==> config.mk <==
export PLATFORM = sky130hd
export DESIGN_NAME = rs485_driver_enable_control
export DESIGN_NICKNAME = d
export VERILOG_FILES = /design/src/verilog/drv_enable_pkg.sv /design/src/verilog/char_queue.sv /design/src/verilog/rs485_driver_enable_control.sv
export SDC_FILE = /design/constraint.sdc
export NUM_CORES = 1
export LEC_CHECK = 0
export BUFFER_PORTS_ARGS = -buffer_cell sky130_fd_sc_hd__buf_2
export CORE_MARGIN = 3
export CORE_UTILIZATION = 50
export CTS_BUF_LIST = sky130_fd_sc_hd__clkbuf_16
export DETAILED_ROUTE_END_ITERATION = 7
export PLACE_DENSITY = 0.63
export SLEW_MARGIN = 20
export SYNTH_ARGS = -nofsm -noshare
export SYNTH_HDL_FRONTEND = slang
export SYNTH_SLANG_ARGS = --single-unit
==> constraint.sdc <==
create_clock -name ref_clk -period 8.4 [get_ports ref_clk]
set_input_delay 1.26 -clock ref_clk [delete_from_list [all_inputs] [get_ports ref_clk]]
set_output_delay 1.26 -clock ref_clk [all_outputs]
set_load 0.01 [all_outputs]
==> src/verilog/drv_enable_pkg.sv <==
package drv_enable_pkg;
    // -------------------------------------------------------------
    // timing
    // -------------------------------------------------------------
    localparam int unsigned CLK_HZ          = 40_000_000;
    localparam int unsigned BAUD_MIN        = 50;
    localparam int unsigned BAUD_MAX        = 115_200;
    localparam int unsigned DIV_W           = 16;
    // 16x oversample divisor, one character of 10 bit times
    localparam int unsigned OVERSAMPLE      = 16;
    localparam int unsigned CHAR_BITS       = 10;
    localparam int unsigned CHAR_TICKS      = OVERSAMPLE * CHAR_BITS;
    localparam int unsigned TICK_W          = 8;
    localparam logic [DIV_W-1:0] DIV_RST    = 16'h0001;
    localparam int unsigned DIV_MAXRATE     = CLK_HZ / (OVERSAMPLE * BAUD_MAX);
    localparam int unsigned DIV_MINRATE     = CLK_HZ / (OVERSAMPLE * BAUD_MIN);
    // -------------------------------------------------------------
    // fifo
    // -------------------------------------------------------------
    localparam int unsigned FIFO_DEPTH      = 16;
    localparam int unsigned FIFO_AW         = 4;
    localparam int unsigned DATA_W          = 8;
    // -------------------------------------------------------------
    // activity indicator pulse
    // -------------------------------------------------------------
    localparam int unsigned LED_W           = 20;
    localparam logic [LED_W-1:0] LED_HOLD   = 20'h61a80;

    typedef enum logic [1:0] {ST_IDLE, ST_SEND, ST_HOLD} drv_state_t;
endpackage

==> src/verilog/char_queue.sv <==
`timescale 1ns/10ps
module char_queue #(
    parameter int unsigned W  = 8,
    parameter int unsigned AW = 4
) (
    input  wire logic          ref_clk,
    input  wire logic          rst,
    input  wire logic          wr_valid,
    output      logic          wr_ready,
    input  wire logic [W-1:0]  wr_data,
    output      logic          rd_valid,
    input  wire logic          rd_ready,
    output      logic [W-1:0]  rd_data
);
    logic [W-1:0]  mem_ff [2**AW];
    logic [AW:0]   wp_ff;
    logic [AW:0]   rp_ff;
    logic [AW:0]   nxt_wp;
    logic [AW:0]   nxt_rp;
    logic          do_wr;
    logic          do_rd;
    logic [W-1:0]  rd_data_ff;
    logic [W-1:0]  nxt_rd_data;

    // -------------------------------------------------------------
    // pointers
    // -------------------------------------------------------------
    always_comb begin
        wr_ready = (wp_ff - rp_ff) != (AW+1)'(2**AW);
        rd_valid = wp_ff != rp_ff;
        do_wr    = wr_valid && wr_ready;
        do_rd    = rd_valid && rd_ready;
        nxt_wp   = do_wr ? wp_ff + 1'b1 : wp_ff;
        nxt_rp   = do_rd ? rp_ff + 1'b1 : rp_ff;
        nxt_rd_data = mem_ff[nxt_rp[AW-1:0]];
        if (do_wr && nxt_rp[AW-1:0] == wp_ff[AW-1:0]) begin
            nxt_rd_data = wr_data;
        end
    end

    always_ff @(posedge ref_clk or posedge rst) begin
        if (rst) begin
            wp_ff      <= '0;
            rp_ff      <= '0;
            rd_data_ff <= '0;
        end else begin
            wp_ff      <= nxt_wp;
            rp_ff      <= nxt_rp;
            rd_data_ff <= nxt_rd_data;
        end
    end

    always_ff @(posedge ref_clk) begin
        if (do_wr) begin
            mem_ff[wp_ff[AW-1:0]] <= wr_data;
        end
    end

    assign rd_data = rd_data_ff;
endmodule

==> src/verilog/rs485_driver_enable_control.sv <==
`timescale 1ns/10ps
module rs485_driver_enable_control #(
    parameter int unsigned DEPTH_AW = drv_enable_pkg::FIFO_AW,
    parameter logic [drv_enable_pkg::LED_W-1:0] LED_CYCLES =
        drv_enable_pkg::LED_HOLD
) (
    input  wire logic                              ref_clk,
    input  wire logic                              rst,
    input  wire logic                              auto_sel,
    input  wire logic                              rts_sel,
    input  wire logic                              rts_bit,
    input  wire logic                              cts,
    input  wire logic [drv_enable_pkg::DIV_W-1:0]  baud_div,
    input  wire logic                              tx_valid,
    output      logic                              tx_ready,
    input  wire logic [drv_enable_pkg::DATA_W-1:0] tx_data,
    output      logic                              rx_valid,
    input  wire logic                              rx_ready,
    output      logic [drv_enable_pkg::DATA_W-1:0] rx_data,
    output      logic                              rx_overrun,
    output      logic                              line_tx,
    input  wire logic                              line_rx,
    output      logic                              driver_en,
    output      logic                              rx_en_n,
    output      logic                              tx_led,
    output      logic                              rx_led,
    output      logic                              cfg_error
);
    import drv_enable_pkg::*;

    // -------------------------------------------------------------
    // baud tick from divisor
    // -------------------------------------------------------------
    logic [DIV_W-1:0] bcnt_ff, nxt_bcnt;
    logic             tick;
    logic [DIV_W-1:0] div_eff;
    always_comb begin
        div_eff  = (baud_div == '0) ? DIV_RST : baud_div;
        tick     = bcnt_ff >= div_eff - 1'b1;
        nxt_bcnt = tick ? '0 : bcnt_ff + 1'b1;
    end
    always_ff @(posedge ref_clk or posedge rst) begin
        if (rst) bcnt_ff <= '0;
        else     bcnt_ff <= nxt_bcnt;
    end

    // -------------------------------------------------------------
    // queues
    // -------------------------------------------------------------
    logic              txq_valid, txq_take;
    logic [DATA_W-1:0] txq_data;
    logic              rxq_ready, rxq_push;
    logic [DATA_W-1:0] rx_shift_ff, nxt_rx_shift;
    char_queue #(.W(DATA_W), .AW(DEPTH_AW)) u_txq (
        .ref_clk (ref_clk),
        .rst     (rst),
        .wr_valid(tx_valid),
        .wr_ready(tx_ready),
        .wr_data (tx_data),
        .rd_valid(txq_valid),
        .rd_ready(txq_take),
        .rd_data (txq_data)
    );
    char_queue #(.W(DATA_W), .AW(DEPTH_AW)) u_rxq (
        .ref_clk (ref_clk),
        .rst     (rst),
        .wr_valid(rxq_push),
        .wr_ready(rxq_ready),
        .wr_data (rx_shift_ff),
        .rd_valid(rx_valid),
        .rd_ready(rx_ready),
        .rd_data (rx_data)
    );

    // -------------------------------------------------------------
    // transmitter and driver enable
    // -------------------------------------------------------------
    drv_state_t        st_ff, nxt_st;
    logic [TICK_W-1:0] tt_ff, nxt_tt;
    logic [9:0]        tsh_ff, nxt_tsh;
    logic              txo_ff, nxt_txo;
    logic              den_ff, nxt_den;
    always_comb begin
        nxt_st   = st_ff;
        nxt_tt   = tt_ff;
        nxt_tsh  = tsh_ff;
        nxt_txo  = txo_ff;
        txq_take = 1'b0;
        case (st_ff)
            ST_IDLE: begin
                if (txq_valid && cts) begin
                    txq_take = 1'b1;
                    nxt_tsh  = {1'b1, txq_data, 1'b0};
                    nxt_tt   = '0;
                    nxt_st   = ST_SEND;
                end
            end
            ST_SEND: begin
                if (tick) begin
                    nxt_tt = tt_ff + 1'b1;
                    if (tt_ff[3:0] == 4'h0) begin
                        nxt_txo = tsh_ff[0];
                        nxt_tsh = {1'b1, tsh_ff[9:1]};
                    end
                    if (tt_ff == TICK_W'(CHAR_TICKS - 1)) begin
                        nxt_tt = '0;
                        if (txq_valid && cts) begin
                            txq_take = 1'b1;
                            nxt_tsh  = {1'b1, txq_data, 1'b0};
                        end else begin
                            nxt_st = ST_HOLD;
                        end
                    end
                end
            end
            default: begin
                nxt_txo = 1'b1;
                if (txq_valid && cts) begin
                    txq_take = 1'b1;
                    nxt_tsh  = {1'b1, txq_data, 1'b0};
                    nxt_tt   = '0;
                    nxt_st   = ST_SEND;
                end else if (tick) begin
                    nxt_tt = tt_ff + 1'b1;
                    if (tt_ff == TICK_W'(CHAR_TICKS)) begin
                        nxt_st = ST_IDLE;
                    end
                end
            end
        endcase
        if (auto_sel) begin
            nxt_den = txq_valid || nxt_st != ST_IDLE;
        end else if (rts_sel) begin
            nxt_den = rts_bit;
        end else begin
            nxt_den = 1'b0;
        end
    end
    always_ff @(posedge ref_clk or posedge rst) begin
        if (rst) begin
            st_ff  <= ST_IDLE;
            tt_ff  <= '0;
            tsh_ff <= '1;
            txo_ff <= 1'b1;
            den_ff <= 1'b0;
        end else begin
            st_ff  <= nxt_st;
            tt_ff  <= nxt_tt;
            tsh_ff <= nxt_tsh;
            txo_ff <= nxt_txo;
            den_ff <= nxt_den;
        end
    end
    assign line_tx   = txo_ff;
    assign driver_en = den_ff;
    assign rx_en_n   = den_ff;
    assign cfg_error = auto_sel == rts_sel;

    // -------------------------------------------------------------
    // receiver, input held at mark while driving, so no new start bit is seen
    // -------------------------------------------------------------
    logic              rbusy_ff, nxt_rbusy;
    logic [TICK_W-1:0] rt_ff, nxt_rt;
    logic              rin;
    logic              ovr_ff, nxt_ovr;
    always_comb begin
        rin          = line_rx | den_ff;
        nxt_rbusy    = rbusy_ff;
        nxt_rt       = rt_ff;
        nxt_rx_shift = rx_shift_ff;
        rxq_push     = 1'b0;
        nxt_ovr      = ovr_ff;
        if (!rbusy_ff) begin
            if (!rin) begin
                nxt_rbusy = 1'b1;
                nxt_rt    = '0;
            end
        end else if (tick) begin
            nxt_rt = rt_ff + 1'b1;
            if (rt_ff[3:0] == 4'h7 && rt_ff[7:4] != 4'h0
                && rt_ff[7:4] != 4'h9) begin
                nxt_rx_shift = {rin, rx_shift_ff[7:1]};
            end
            if (rt_ff == 8'h97) begin
                nxt_rbusy = 1'b0;
                rxq_push  = rin;
                nxt_ovr   = ovr_ff | (rin & ~rxq_ready);
            end
        end
    end
    always_ff @(posedge ref_clk or posedge rst) begin
        if (rst) begin
            rbusy_ff    <= 1'b0;
            rt_ff       <= '0;
            rx_shift_ff <= '0;
            ovr_ff      <= 1'b0;
        end else begin
            rbusy_ff    <= nxt_rbusy;
            rt_ff       <= nxt_rt;
            rx_shift_ff <= nxt_rx_shift;
            ovr_ff      <= nxt_ovr;
        end
    end
    assign rx_overrun = ovr_ff;

    // -------------------------------------------------------------
    // activity indicators
    // -------------------------------------------------------------
    logic             ptx_ff, prx_ff;
    logic [LED_W-1:0] ltx_ff, lrx_ff, nxt_ltx, nxt_lrx;
    always_comb begin
        nxt_ltx = (txo_ff != ptx_ff) ? LED_CYCLES :
                  (ltx_ff != '0) ? ltx_ff - 1'b1 : ltx_ff;
        nxt_lrx = (line_rx != prx_ff) ? LED_CYCLES :
                  (lrx_ff != '0) ? lrx_ff - 1'b1 : lrx_ff;
    end
    always_ff @(posedge ref_clk or posedge rst) begin
        if (rst) begin
            ptx_ff <= 1'b1;
            prx_ff <= 1'b1;
            ltx_ff <= '0;
            lrx_ff <= '0;
        end else begin
            ptx_ff <= txo_ff;
            prx_ff <= line_rx;
            ltx_ff <= nxt_ltx;
            lrx_ff <= nxt_lrx;
        end
    end
    assign tx_led = ltx_ff != '0;
    assign rx_led = lrx_ff != '0;

    // -------------------------------------------------------------
    // checks
    // -------------------------------------------------------------
    a_auto_pending: assert property (@(posedge ref_clk) disable iff (rst)
        auto_sel && txq_valid |=> driver_en)
        else $error("driver not enabled with data pending");
    a_manual_rts: assert property (@(posedge ref_clk) disable iff (rst)
        !auto_sel && rts_sel |=> driver_en == $past(rts_bit))
        else $error("driver does not follow rts");
    a_hold_state: assert property (@(posedge ref_clk) disable iff (rst)
        st_ff == ST_SEND && nxt_st == ST_HOLD && auto_sel
        |=> driver_en [*2])
        else $error("driver dropped at end of character");
    a_idle_off: assert property (@(posedge ref_clk) disable iff (rst)
        auto_sel && st_ff == ST_IDLE && !txq_valid |=> !driver_en)
        else $error("driver on while idle");
    a_cts_gate: assert property (@(posedge ref_clk) disable iff (rst)
        txq_take |-> cts)
        else $error("character started without cts");
    a_half_duplex: assert property (@(posedge ref_clk) disable iff (rst)
        driver_en |-> rx_en_n)
        else $error("receiver on while driving");
    a_rx_quiet: assert property (@(posedge ref_clk) disable iff (rst)
        driver_en && !rbusy_ff |=> !rbusy_ff)
        else $error("receiver started while driving");
    a_tick_div: assert property (@(posedge ref_clk) disable iff (rst)
        tick && baud_div > 16'h0001 && $stable(baud_div) |=> !tick)
        else $error("tick faster than divisor");
    a_led_tx: assert property (@(posedge ref_clk) disable iff (rst)
        txo_ff != ptx_ff |=> tx_led)
        else $error("tx activity not shown");
    a_cfg_flag: assert property (@(posedge ref_clk) disable iff (rst)
        auto_sel && rts_sel |-> cfg_error)
        else $error("bad config not flagged");
    c_auto_send: cover property (@(posedge ref_clk) disable iff (rst)
        auto_sel && st_ff == ST_HOLD ##1 st_ff == ST_IDLE);
    c_manual_on: cover property (@(posedge ref_clk) disable iff (rst)
        rts_sel && !auto_sel && driver_en);
    c_rx_push: cover property (@(posedge ref_clk) disable iff (rst)
        rxq_push);
endmodule

Word-level counts from Yosys, hierarchy flattened
Memory sizes are Yosys's and may differ from the RTL's. A register that Yosys moved wholly into a read port is not among the register bits.
Index checks and enable logic that the tools add are counted.
{ "word_totals": {"in_bits": 33, "word_cells": 134, "memories": 2, "ff_bits": 118, "out_inout_bits": 17, "ramBits": 256} }
{ "classes": {"bitwise_logic": 5, "n_addsub": 12, "eq_ne": 18, "order_cmp": 1, "reduce_logical": 25, "mux": 51} }
{ "mem_list": {"columns": ["memory", "depth", "width", "read_ports", "rd_ports_with_merged_regs", "wr", "line_no", "source"], "rows": [
  ["u_rxq.mem_ff", 16, 8, 1, 1, 1, "char_queue.sv:15", "logic [W-1:0] mem_ff [2**AW];"],
  ["u_txq.mem_ff", 16, 8, 1, 1, 1, "char_queue.sv:15", null]
]} }
{ "op_table": {"columns": ["cell", "n"], "rows": [
  ["20-bit 2-to-1 mux", 4],
  ["8-bit 2-to-1 mux", 8],
  ["10-bit 2-to-1 mux", 6],
  ["20-bit nonzero test", 2],
  ["20-bit by 1-bit subtractor with 20-bit output (second input constant)", 2],
  ["16-bit 2-to-1 mux", 2],
  ["8-bit == test (second input constant)", 3],
  ["5-bit by 1-bit adder with 5-bit output (second input constant)", 4],
  ["1-bit 2-to-1 mux", 19],
  ["16-bit by 1-bit adder with 16-bit output (second input constant)", 1],
  ["8-bit by 1-bit adder with 8-bit output (second input constant)", 2],
  ["16-bit >= comparator", 1],
  ["16-bit logical NOT", 1],
  ["8-bit case mux with 2 select lines", 1],
  ["16-bit by 1-bit subtractor with 16-bit output (second input constant)", 1],
  ["2-bit 2-to-1 mux", 7],
  ["3-bit AND reduction", 4],
  ["2-bit != test (second input constant)", 5],
  ["5-bit != test", 2],
  ["5-bit != test (second input constant)", 2],
  ["2-bit nonzero test", 5],
  ["5-bit subtractor", 2],
  ["4-bit 2-to-1 mux", 2],
  ["1-bit logical AND", 7],
  ["other kinds (15)", 19]
]} }

Longest topological paths before layout
Gate-level depths: netlist (run 1).
{ "depth": {"word_depth": 10, "depth_mapped": 23, "depth_no_buf": 21} }

Cells and area by module
Synthesis (run 1) repeated with hierarchy kept, for this count alone.
{ "hier_totals": {"cells_unflattened": 1846, "hier_area_um2": 20993.9} }
{ "modules_own_cells": {"columns": ["mod", "cells_per_inst", "seq_area_each_um2", "area_each_um2", "n_inst"], "rows": [
  ["char_queue (u_txq)", 642, 4294.1, 7753.7, 1],
  ["char_queue (u_rxq)", 640, 4294.1, 7741.2, 1],
  ["rs485_driver_enable_control", 564, 2468.6, 5499.0, 1]
]} }

Worst setup path before layout (run 1)
OpenSTA, ideal clock, no wires.
{ "synth_timing": {"kind": "input -> register", "from": "input port baud_div[8] (netlist name)", "to": "memory u_rxq.mem_ff[3][0], enable pin", "slack_ns": 2.237, "stages": 20, "arrival_time_ns": 5.780, "setup_time_ns": 0.383, "cell_sequence": "or3_1 > nor3_1 > nand2b_1 > or3_1 > or3_1 > nor2_1 > nor2_1 > ha_1 > nand2_1 > nor2_1 > xnor2_1 > ha_1 > nand4_1 > nor3_1 > a2111oi_4 > nand3_2 > nand2_1 > a311oi_2 > nand2_1 > nor3_1"} }
{ "synth_between": {"elab_chain_cells": 9} }
{ "synth_lines": {"columns": ["item", "line_no", "source"], "rows": [
  ["from (decl)", "rs485_driver_enable_control.sv:13", "input wire logic [drv_enable_pkg::DIV_W-1:0] baud_div,"],
  ["16-bit logical NOT", "rs485_driver_enable_control.sv:38", "div_eff = (baud_div == '0) ? DIV_RST : baud_div;"],
  ["16-bit 2-to-1 mux *", "rs485_driver_enable_control.sv:38", null],
  ["16-bit by 1-bit subtractor with 16-bit output *", "rs485_driver_enable_control.sv:39", "tick = bcnt_ff >= div_eff - 1'b1;"],
  ["16-bit >= comparator *", "rs485_driver_enable_control.sv:39", null],
  ["1-bit 2-to-1 mux *", "rs485_driver_enable_control.sv:178", "end else if (tick) begin"],
  ["1-bit 2-to-1 mux *", "rs485_driver_enable_control.sv:173", "if (!rbusy_ff) begin"],
  ["1-bit logical AND *", "char_queue.sv:31", "do_wr = wr_valid && wr_ready;"],
  ["1-bit 2-to-1 mux *", "char_queue.sv:54", "if (do_wr) begin"],
  ["1-bit 2-to-1 mux (not written as such) *", "char_queue.sv:55", "mem_ff[wp_ff[AW-1:0]] <= wr_data;"],
  ["to (decl)", "char_queue.sv:15", null]
]} }
Every way passes the cells marked *; elsewhere a longest branch is shown, timed or not.

Worst setup path in the final report (run 1)
{ "layout_timing": {"from": "input port baud_div[8] (netlist name)", "to": "memory u_rxq.mem_ff[15][2], enable pin"} }
The elaborated chain is that of the path after synthesis.

==> run summary, run 1 <==
DETAILED ROUTING
----------------------------------------------------------------------------------------
Routed wire length                                                              41200 um
Iteration count of the initial detailed-routing pass                                   6
Routed vias/inst                                                                    6.01
Wirelength per Cell                                                              20.6 um
Final ANT Viol Nets                                                                    0
Initial DRC count                                                                    840
DRC violation count after routing                                                      0
Total number of vias                                                               12100

SETUP PATH
----------------------------------------------------------------------------------------
Launching element type of the critical path                                    input pin
Worst-case register-to-register setup slack                                      3.51 ns
Crit path DAT                                                                    7.14 ns
Critical path peak fanout                                                             17
Worst path required time                                                         8.57 ns
Kind of critical path                                                       input pin to flip-flop
Capturing element type of the critical path                                    flip-flop

CELLS AND AREA
----------------------------------------------------------------------------------------
Fin util                                                                           57.5%
Filler Cell Count                                                                   2870
Final net count                                                                     1583
Share of cells above drive strength 1                                              15.5%
Combined area of the multi-input logic cells                                    6960 um2
Sequential cell area in the final layout                                       11100 um2
Area added between synthesis and finish                                            12.3%
Antenna Diode Count                                                                    0

TIMING
----------------------------------------------------------------------------------------
Max-slew headroom at the worst pin                                                 27.1%
Accumulated negative setup slack                                                    0 ns
Final-report hold violation count                                                      0
Final hold slack                                                                0.418 ns
Final Slew Violations                                                                  0
Min cycle time layout                                                            6.97 ns
Setup repair after global routing missed its margin                                   no
Portion of the clock cycle consumed by the worst path in the final layout          83.0%
Actual slew at the worst max-slew pin                                            1.09 ns
Setup-violating endpoint count in the final report                                     0
Top achievable clock speed                                                     0.143 GHz
Fin Clk Skew                                                                   0.0205 ns

POWER
----------------------------------------------------------------------------------------
Power per cell area                                                           300 nW/um2
Clock group share of total power                                                   31.8%
Net Sw Frac                                                                        32.3%
Lkg Pwr                                                                       0.00781 uW
Design internal power                                                            4190 uW
Sequential fraction of design power                                                40.0%
Net Switching                                                                    2000 uW
Peak supply drop                                                                0.186 mV
Part of the power in combinational logic                                           28.1%

SYNTH
----------------------------------------------------------------------------------------
Ys async rst share                                                                 34.4%
Main area contributors after synthesis                                      edfxtp_1, dfrtp_1, mux2i_1, ha_1, nor2_1
Total of warnings raised by yosys                                                      0
Primary flip-flop cell chosen by synthesis mapping                              edfxtp_1
Register bit total from synthesis                                                    390
Gate count after technology mapping                                                 1460
Sequential share of the synthesized area                                           60.1%
Post-synthesis net count                                                            1534
Number of flops mapped to enable cells by yosys                                      256
Netlist area before placement                                                  18400 um2
Share of the synthesized area in the top cell type                                 41.8%
Mean Syn Cell Area                                                              12.6 um2
Unique masters post-synth                                                             76
Area leader, netlist                                                            edfxtp_1

DIE
----------------------------------------------------------------------------------------
Die height                                                                        198 um
Core Box Area                                                                  35900 um2
FP Rows                                                                               69
Die Footprint                                                                  39100 um2
Top-level port count                                                                  50
X dimension of the die                                                            198 um
Initial Util                                                                       51.2%

CLOCK NETWORK
----------------------------------------------------------------------------------------
Register clock-pin slew on the reported worst setup and hold paths               0.06 ns
Sinks on Clock Net                                                                   390
Post-cts resize count                                                                  0
Clock root buffer master                                                       clkbuf_16
Number of buffers created by CTS                                                      43
Clock latency on the worst-skew pair                                             0.55 ns
Clock tree from TritonCTS                                                            yes
CTS hold repair buffers                                                                0
Maximum buffer depth of the clock tree                                                 3
Post-CTS Repair Setup Buffers                                                          0
H-Tree Level Count                                                                     2

FLOW RUN
----------------------------------------------------------------------------------------
Max-cap violation count                                                                0

GRT
----------------------------------------------------------------------------------------
Initial antenna violation count                                                        0
Fraction of met3 tracks used by global routing                                     3.01%
Remaining global-route overflow                                                        0
Global-route wire length before repair                                          65600 um
Total routing resource utilization after global routing                            21.1%
Vias in the first global route                                                     11700
Met1 usage                                                                         29.9%
Global route hottest layer                                                          met2
Pin count of the biggest net entering global routing                                  85
Met2 routing resource usage after global routing                                   34.7%

PLACED DESIGN
----------------------------------------------------------------------------------------
Half-perimeter wire length after placement                                      26400 um
Final weighted congestion in routability-driven placement                          0.844
Count of port buffers added during placement                                          49

STATUS
----------------------------------------------------------------------------------------
Status                                                                      finished clean

MIN PATH
----------------------------------------------------------------------------------------
Path type of the worst min-delay path                                       flip-flop to flip-flop

## logic make-up after synthesis
| family | Yosys count | synth area share, % |
|---|---|---|
| buffers and inverters | 102 | 2.30 |
| DFF | 390 | 60.1 |
| muxes | 136 | 8.83 |
| xor gates and xnor gates | 84 | 4.04 |
| AOI/OAI and AO/OA | 311 | 11.6 |
| adders and majority gates | 41 | 2.79 |
| and+or+nand+nor | 396 | 10.3 |
## stage by stage
stage | std cells | power, uW | worst slack [ns] | instance area [um2]
3_3_place_gp | 1924 | 4190 | 1.09 | 19100
6_report | 2004 | 6190 | 1.43 | 20700
5_1_grt | 2004 | 6530 | 0.921 | 20700
4_1_cts | 2003 | 6220 | 1.45 | 20600
3_5_place_dp | 1924 | 4230 | 0.900 | 19100
2_1_floorplan | 1460 | 3810 | 2.24 | 18400
## per-layer routing
layer  routed length [um]  share of wire (%)
met2                19800                 48
met1                18400                 45
met4                  871                2.1
met3                 2110                5.1
met5                    0                  0
## final timing paths
check / startpoint / endpoint / cells past startpoint
min: line_tx$_DFFE_PP1P_ / ptx_ff$_DFF_PP1_ / 0
max reg2reg: u_txq.rp_ff[1]$_DFF_PP0_ / u_txq.rd_data[1]$_DFF_PP0_ / 10
max: baud_div[8] / u_rxq.mem_ff[15][2]$_DFFE_PP_ / 22
min in group asynchronous: rst / u_rxq.rp_ff[1]$_DFF_PP0_ / 2
min reg2reg: line_tx$_DFFE_PP1P_ / ptx_ff$_DFF_PP1_ / 0
max in group asynchronous: rst / u_txq.rd_data[3]$_DFF_PP0_ / 3
## synth_stat cells (all sizes together) (3+ instances only)
master and count:
xnor2 56, dfstp 13, dfrtp 121, or4 13, o31ai 5, nand2 74, and3 13, or3 13
nand2b 10, nor2 132, edfxtp 256, inv 32, or2 4, a21oi 44, nor4 8, mux4 17
o2111ai 16, o22ai 48, nor2b 4, a41oi 8, nor3 57, a2111oi 3, a21o 6, a211o 15
a31oi 14, nand3 33, ha 41, o211ai 4, mux2i 78, o221ai 28, o21ai 87, o32ai 9
buf 28, clkbuf 41, mux2 41, xor2 28, o41ai 4, nor3b 4, a211oi 4, and2 7
nand4 17
## layout by cell type (no fill, tap or decap), types with 15 or more instances in the layout
| master | instances |
|---|---|
| inv_1 | 32 |
| o2111ai_1 | 16 |
| nand4_1 | 17 |
| o221ai_1 | 28 |
| a21oi_1 | 43 |
| o21ai_0 | 84 |
| buf_2 | 49 |
| ha_1 | 41 |
| mux2_2 | 41 |
| nor3_1 | 57 |
| nor2_1 | 130 |
| nand2_1 | 74 |
| xnor2_1 | 53 |
| clkbuf_16 | 44 |
| xor2_1 | 26 |
| mux4_2 | 17 |
| dfrtp_1 | 121 |
| a211o_1 | 15 |
| buf_4 | 23 |
| o22ai_1 | 48 |
| mux2i_1 | 78 |
| nand3_1 | 32 |
| edfxtp_1 | 256 |
## final cells by class
type,count,area share (%)
tap,461,2.79
inverter,33,0.624
sequential,390,53.5
clock buffer,44,5.33
timing repair buffer,73,2.16
multi-input combinational,968,33.7
clock inverter,35,1.91
## power groups by stage
stage / Combinational (uW) / Sequential [uW] / Clock (uW)
4_1_cts: 1740 / 2470 / 2010
3_5_place_dp: 1730 / 2510 / 0
5_1_grt: 1930 / 2510 / 2090
6_report: 1740 / 2480 / 1970
2_1_floorplan: 1380 / 2430 / 0
3_3_place_gp: 1690 / 2500 / 0
## state kept, by name (all words and copies together), names as in the netlist, 10 cells and up
| register | cells |
|---|---|
| u_rxq.mem_ff | 128 |
| u_txq.mem_ff | 128 |
| lrx_ff | 20 |
| ltx_ff | 20 |
| bcnt_ff | 16 |
| tsh_ff | 10 |
## worst max-delay path, cell delays in order
cell and delay (ns):
buf_2 0.11, or3_1 0.40, nor3_1 0.21, nand2b_1 0.13, or3_1 0.34, or3_1 0.37
nor2_1 0.22, nor2_1 0.10, ha_1 0.23, nand2_1 0.18, nor2_1 0.09, xnor2_1 0.13
ha_1 0.29, nand4_1 0.14, nor3_1 0.31, a2111oi_4 0.08, nand3_2 0.28, buf_4 0.28
nand2_1 0.26, a311oi_2 0.65, nand2_1 0.36, nor2_1 0.70
(Power assumes the default switching activity.)
==> run 2: changes to the inputs <==
ABC_AREA = 1   (was not set)
clock period = 6.7 ns   (was 8.4 ns; I/O delays follow)
==> run 2 against run 1 <==
Synthesized area increased by 0.91%; die area increased by 0.89%; combinational power increased by 8%; clock-buffer cell count decreased by 2; highest routed layer unchanged; routed wire length decreased by 0.88%; critical endpoint is now u_rxq.mem_ff[2][5]$_DFFE_PP_; largest power group unchanged.
==> run summary, run 2 <==
TIMING
----------------------------------------------------------------------------------------
Min cycle time layout                                                            5.12 ns
Accumulated negative setup slack                                                    0 ns
Top achievable clock speed                                                     0.195 GHz
Actual slew at the worst max-slew pin                                           0.943 ns
Portion of the clock cycle consumed by the worst path in the final layout          76.5%
Setup-violating endpoint count in the final report                                     0
Setup repair after global routing missed its margin                                   no
Final hold slack                                                                0.442 ns
Final-report hold violation count                                                      0
Max-slew headroom at the worst pin                                                 37.1%
Final Slew Violations                                                                  0
Fin Clk Skew                                                                   0.0187 ns

SYNTH
----------------------------------------------------------------------------------------
Post-synthesis net count                                                            1907
Number of flops mapped to enable cells by yosys                                      256
Register bit total from synthesis                                                    390
Main area contributors after synthesis                                      edfxtp_1, dfrtp_1, nand3_1, nand2_1, inv_1
Mean Syn Cell Area                                                              10.1 um2
Most common cell in the synthesized netlist                                     edfxtp_1
Area leader, netlist                                                            edfxtp_1
Primary flip-flop cell chosen by synthesis mapping                              edfxtp_1
Ys async rst share                                                                 34.4%
Netlist area before placement                                                  18600 um2
Synth cell count leaders                                                    edfxtp_1, nand2_1, inv_1
Share of the synthesized area in the top cell type                                 41.4%
Unique masters post-synth                                                             62
Total of warnings raised by yosys                                                      0
Gate count after technology mapping                                                 1833
Sequential share of the synthesized area                                           59.5%

DETAILED ROUTING
----------------------------------------------------------------------------------------
Final ANT Viol Nets                                                                    0
Total number of vias                                                               12800
Routed vias/inst                                                                    5.41
DRC violation count after routing                                                      0
Routed wire length                                                              40800 um
Iteration count of the initial detailed-routing pass                                   5
Wirelength per Cell                                                              17.2 um
Initial DRC count                                                                    836

CELLS AND AREA
----------------------------------------------------------------------------------------
Filler Cell Count                                                                   3084
Highest-count cells in the layout ignoring fill and taps                    edfxtp_1, nand2_1, inv_1
Area added between synthesis and finish                                            10.3%
Most common library cell in the layout ignoring fill and taps                   edfxtp_1
Antenna Diode Count                                                                    0
Share of cells above drive strength 1                                              10.6%
Final net count                                                                     1950

DIE
----------------------------------------------------------------------------------------
Initial Util                                                                       51.5%
Die Footprint                                                                  39500 um2
Die height                                                                        199 um
FP Rows                                                                               69
X dimension of the die                                                            199 um
Core Box Area                                                                  36100 um2
Top-level port count                                                                  50

SETUP PATH
----------------------------------------------------------------------------------------
Worst path required time                                                         6.88 ns
Crit-path slowest cell                                                            nor2_1
Critical path peak fanout                                                             11
Max stage delay on crit path                                                     0.63 ns
Launching element type of the critical path                                    input pin
Kind of critical path                                                       input pin to flip-flop
Most used cell along the critical path                                           nand2_1
Capturing element type of the critical path                                    flip-flop
Crit path DAT                                                                    5.30 ns

MIN PATH
----------------------------------------------------------------------------------------
Path type of the worst min-delay path                                       flip-flop to flip-flop

PLACED DESIGN
----------------------------------------------------------------------------------------
Count of port buffers added during placement                                          49
Half-perimeter wire length after placement                                      25900 um
Final weighted congestion in routability-driven placement                          0.826

GRT
----------------------------------------------------------------------------------------
Pin count of the biggest net entering global routing                                  82
Vias in the first global route                                                     12400
Initial antenna violation count                                                        0
Remaining global-route overflow                                                        0
Total routing resource utilization after global routing                            21.0%
Global-route wire length before repair                                          65500 um

CLOCK NETWORK
----------------------------------------------------------------------------------------
Clock tree from TritonCTS                                                            yes
Number of buffers created by CTS                                                      42
Post-cts resize count                                                                  0
H-Tree Level Count                                                                     2
Post-CTS Repair Setup Buffers                                                          0
Sinks on Clock Net                                                                   390
Clock root buffer master                                                       clkbuf_16
CTS hold repair buffers                                                                0
Clock latency on the worst-skew pair                                             0.55 ns
Maximum buffer depth of the clock tree                                                 3
Register clock-pin slew on the reported worst setup and hold paths               0.06 ns

POWER
----------------------------------------------------------------------------------------
Peak supply drop                                                                0.239 mV
Power per cell area                                                           357 nW/um2
Lkg Pwr                                                                       0.00833 uW

STATUS
----------------------------------------------------------------------------------------
Status                                                                      finished clean

FLOW RUN
----------------------------------------------------------------------------------------
Max-cap violation count                                                                0

[run 2: changes by cell type after synthesis, sizes merged, moves of 28 or more]
cell	change
o21ai	+48
mux2i	-78
clkbuf	-31
inv	+203
xnor2	-36
mux2	-39
nand3	+156
o221ai	-28
nor2	+96
nand3b	+48
o22ai	-40
nand2	+191
[run 2: layout make-up]
| class | count | area (um2) | share of cell area, % |
|---|---|---|---|
| clock inverters | 34 | 275 | 1.34 |
| flip-flops and latches | 390 | 11100 | 54.0 |
| well taps | 461 | 577 | 2.82 |
| repair buffers | 59 | 333 | 1.62 |
| multi-input cells | 1145 | 6290 | 30.7 |
| inverters | 238 | 903 | 4.41 |
| clock buffers | 42 | 1050 | 5.13 |
[run 2: final timing paths]
kind | startpoint | end | slack [ns] | cells past startpoint
hold / removal | line_tx$_DFFE_PP1P_ | ptx_ff$_DFF_PP1_ | 0.44 | 0
setup reg to reg | bcnt_ff[0]$_DFF_PP0_ | u_rxq.mem_ff[2][5]$_DFFE_PP_ | 2.99 | 18
setup / recovery | baud_div[7] | u_rxq.mem_ff[2][5]$_DFFE_PP_ | 1.58 | 26
min in group asynchronous | rst | ltx_ff[19]$_DFFE_PP0P_ | 0.50 | 2
max in group asynchronous | rst | tsh_ff[2]$_DFFE_PP1P_ | 4.95 | 4
hold reg to reg | line_tx$_DFFE_PP1P_ | ptx_ff$_DFF_PP1_ | 0.44 | 0
[run 2: layer usage]
layer	track usage, %	part of all wire (%)	vias to the layer above
met3	3.00	5.5	57
met4	5.91	2.0	0
li1	-	-	6318
met2	33.8	47	309
met5	0	0	-
met1	30.1	46	6137
[run 2: cell families (layout without fill, tap and decap cells)]
logic type	count (synthesis)	in the layout	synth area share [%]
DFF	390	390	59.5
xor gates and xnor gates	49	49	2.67
and+or+nand+nor	802	802	20.2
muxes	2	2	0.121
buffers and inverters	298	373	6.70
AOI/OAI and AO/OA	251	251	8.01
adders and majority gates	41	41	2.76
[run 2: stage by stage]
step / setup WS (ns) / cells / power [uW] / area, um2 / utilization (%)
global placement: 1.15 / 2292 / 5090 / 19100 / 53.0
finish: 1.58 / 2369 / 7300 / 20500 / 56.8
floorplan: 2.13 / 1833 / 4520 / 18600 / -
global route: 0.973 / 2369 / 7720 / 20500 / 56.8
CTS: 1.58 / 2368 / 7370 / 20500 / 56.7
detailed placement: 0.989 / 2292 / 5110 / 19100 / 53.0
[run 2: report_power, final]
group | switching (uW) | internal (uW) | total [uW]
sequential | 276 | 2920 | 3200
combinational | 1260 | 621 | 1880
clock | 934 | 1300 | 2230
[run 2: critical path: cells and delay by family]
family / cells / cell delay (ns)
and+or+nand+nor: 20 / 3.27
buffers and inverters: 4 / 0.57
AOI/OAI and AO/OA: 1 / 0.23
adders and majority gates: 1 / 0.18
==> run 3: changes to the inputs <==
clock period = 5.1 ns   (was 6.7 ns; I/O delays follow)
==> run 3 against run 2 <==
Clock skew grew 0.0065 ns; worst setup slack lost 0.80 ns; routed wire length grew 0.73%; critical path depth shrank 1; flip-flop and latch count is the same; cell area grew 0.89%; register-to-register slack lost 1.4 ns; non-clock buffer count grew 18; via count grew 0.48%; highest routed layer unchanged; core utilization grew 0.51 points; sequential share of layout area shrank 0.48 points.
==> run summary, run 3 (same netlist as run 2, synthesis figures left out) <==
STATUS
----------------------------------------------------------------------------------------
Status                                                                      finished clean

GRT
----------------------------------------------------------------------------------------
Global-route wire length before repair                                          67200 um
Pin count of the biggest net entering global routing                                  70
Initial antenna violation count                                                        0
Remaining global-route overflow                                                        0
Vias in the first global route                                                     12600
Total routing resource utilization after global routing                            21.4%

POWER
----------------------------------------------------------------------------------------
Design internal power                                                            6290 uW
Lkg Pwr                                                                       0.00843 uW
Net Switching                                                                    3270 uW
Peak supply drop                                                                0.332 mV
Sequential fraction of design power                                                43.8%
Net Sw Frac                                                                        34.2%
Part of the power in combinational logic                                           26.0%
Power per cell area                                                           463 nW/um2
Clock group share of total power                                                   30.2%

CELLS AND AREA
----------------------------------------------------------------------------------------
Antenna Diode Count                                                                    0
Most common library cell in the layout ignoring fill and taps                   edfxtp_1
Fin util                                                                           57.3%
Highest-count cells in the layout ignoring fill and taps                    edfxtp_1, nand2_1, inv_1
Area added between synthesis and finish                                            11.3%
Final net count                                                                     1970
Share of cells above drive strength 1                                              11.7%

CLOCK NETWORK
----------------------------------------------------------------------------------------
CTS hold repair buffers                                                                0
Post-CTS Repair Setup Buffers                                                          0
Clock root buffer master                                                       clkbuf_16
Sinks on Clock Net                                                                   390
Clock latency on the worst-skew pair                                             0.56 ns
Post-cts resize count                                                                  0
H-Tree Level Count                                                                     2
Number of buffers created by CTS                                                      44
Clock tree from TritonCTS                                                            yes
Register clock-pin slew on the reported worst setup and hold paths               0.06 ns
Maximum buffer depth of the clock tree                                                 3

TIMING
----------------------------------------------------------------------------------------
Final worst-path setup slack                                                    0.776 ns
Top achievable clock speed                                                     0.231 GHz
Max-slew headroom at the worst pin                                                 35.9%
Final Slew Violations                                                                  0
Accumulated negative setup slack                                                    0 ns
Setup repair after global routing missed its margin                                   no
Setup-violating endpoint count in the final report                                     0
Fin Clk Skew                                                                   0.0253 ns
Final hold slack                                                                0.292 ns
Portion of the clock cycle consumed by the worst path in the final layout          84.8%
Min cycle time layout                                                            4.32 ns
Actual slew at the worst max-slew pin                                           0.962 ns
Final-report hold violation count                                                      0

PLACED DESIGN
----------------------------------------------------------------------------------------
Pre-CTS setup slack                                                             0.165 ns
Count of port buffers added during placement                                          49
Final weighted congestion in routability-driven placement                          0.834
Half-perimeter wire length after placement                                      25900 um

DIE
----------------------------------------------------------------------------------------
Initial Util                                                                       51.5%
Die height                                                                        199 um
Die Footprint                                                                  39500 um2
FP Rows                                                                               69
X dimension of the die                                                            199 um
Core Box Area                                                                  36100 um2
Top-level port count                                                                  50

DETAILED ROUTING
----------------------------------------------------------------------------------------
Total number of vias                                                               12900
Final ANT Viol Nets                                                                    0
Routed vias/inst                                                                    5.39
DRC violation count after routing                                                      0
Iteration count of the initial detailed-routing pass                                   5
Initial DRC count                                                                    891
Wirelength per Cell                                                              17.2 um
Routed wire length                                                              41100 um

FLOW RUN
----------------------------------------------------------------------------------------
Max-cap violation count                                                                0

SETUP PATH
----------------------------------------------------------------------------------------
Critical path peak fanout                                                             16
Capturing element type of the critical path                                    flip-flop
Launching element type of the critical path                                    input pin
Crit path DAT                                                                    4.76 ns
Kind of critical path                                                       input pin to flip-flop
Worst path required time                                                         5.53 ns

MIN PATH
----------------------------------------------------------------------------------------
Path type of the worst min-delay path                                       input pin to async pin

## run 3: cell types whose count changed in the layout (fill, tap and decap cells not counted), moves of 3 or more
cell	previous run	this run
buf_4	9	22
bufinv_16	4	1
clkinv_4	3	0
inv_1	236	229
clkinv_2	2	7
buf_12	1	6
clkinv_1	9	14
## run 3: power groups by stage
stage / clock (uW) / sequential [uW] / combinational (uW)
2_1_floorplan: 0 / 4130 / 1810
3_3_place_gp: 0 / 4230 / 2460
3_5_place_dp: 0 / 4240 / 2500
4_1_cts: 2950 / 4190 / 2520
5_1_grt: 3080 / 4240 / 2830
6_report: 2890 / 4180 / 2490
## run 3: layout make-up
type / instances / area, um2
inverter: 238 / 903
fill: 3087 / 15400
clock inverter: 36 / 210
clock buffer: 44 / 1100
multi-input combinational: 1145 / 6290
tap: 461 / 577
timing repair buffer: 77 / 531
sequential: 390 / 11100
## run 3: critical path: stages
cell and delay, ns:
buf_2 0.12, nor2_1 0.10, inv_1 0.05, nor4_1 0.31
nand3_1 0.12, nand2_1 0.07, inv_1 0.06, ha_1 0.21
inv_1 0.08, nor2_1 0.07, nand2_1 0.10, nor2_1 0.06
xnor2_1 0.13, ha_1 0.28, nand2_1 0.08, o21ai_0 0.19
a21oi_1 0.08, nand3_1 0.19, nand3_4 0.14, o21ai_2 0.76
o21ai_1 0.20, a21oi_4 0.32, nand2_4 0.12, nand2_1 0.08
nand2_1 0.05
## run 3: routing by layer
layer / routed length, um / vias up / global-route usage (%) / share of wire (%)
met2: 19200 / 302 / 34.5 / 47
met3: 1960 / 68 / 3.15 / 4.8
li1: - / 6351 / - / -
met5: 0 / - / 0 / 0
met4: 1010 / 0 / 6.61 / 2.5
met1: 18900 / 6162 / 30.3 / 46
## run 3: per-stage QoR
step,instance area [um2],total power (uW),std cells
6_report,20700,9560,2391
4_1_cts,20700,9660,2391
3_3_place_gp,19300,6690,2311
2_1_floorplan,18600,5940,1833
5_1_grt,20700,10200,2391
3_5_place_dp,19400,6750,2311
## run 3: final timing paths
check	startpoint	end	slack, ns	cells after the start
min in group ref_clk	line_rx	prx_ff$_DFF_PP1_	0.43	1
min	rst	lrx_ff[1]$_DFFE_PP0P_	0.29	2
max	baud_div[5]	u_txq.rd_data[2]$_DFF_PP0_	0.78	25
min reg2reg	line_tx$_DFFE_PP1P_	ptx_ff$_DFF_PP1_	0.43	0
max in group asynchronous	rst	tsh_ff[2]$_DFFE_PP1P_	3.77	3
max reg2reg	u_rxq.wp_ff[0]$_DFFE_PP0P_	u_rxq.rd_data[6]$_DFF_PP0_	1.63	15
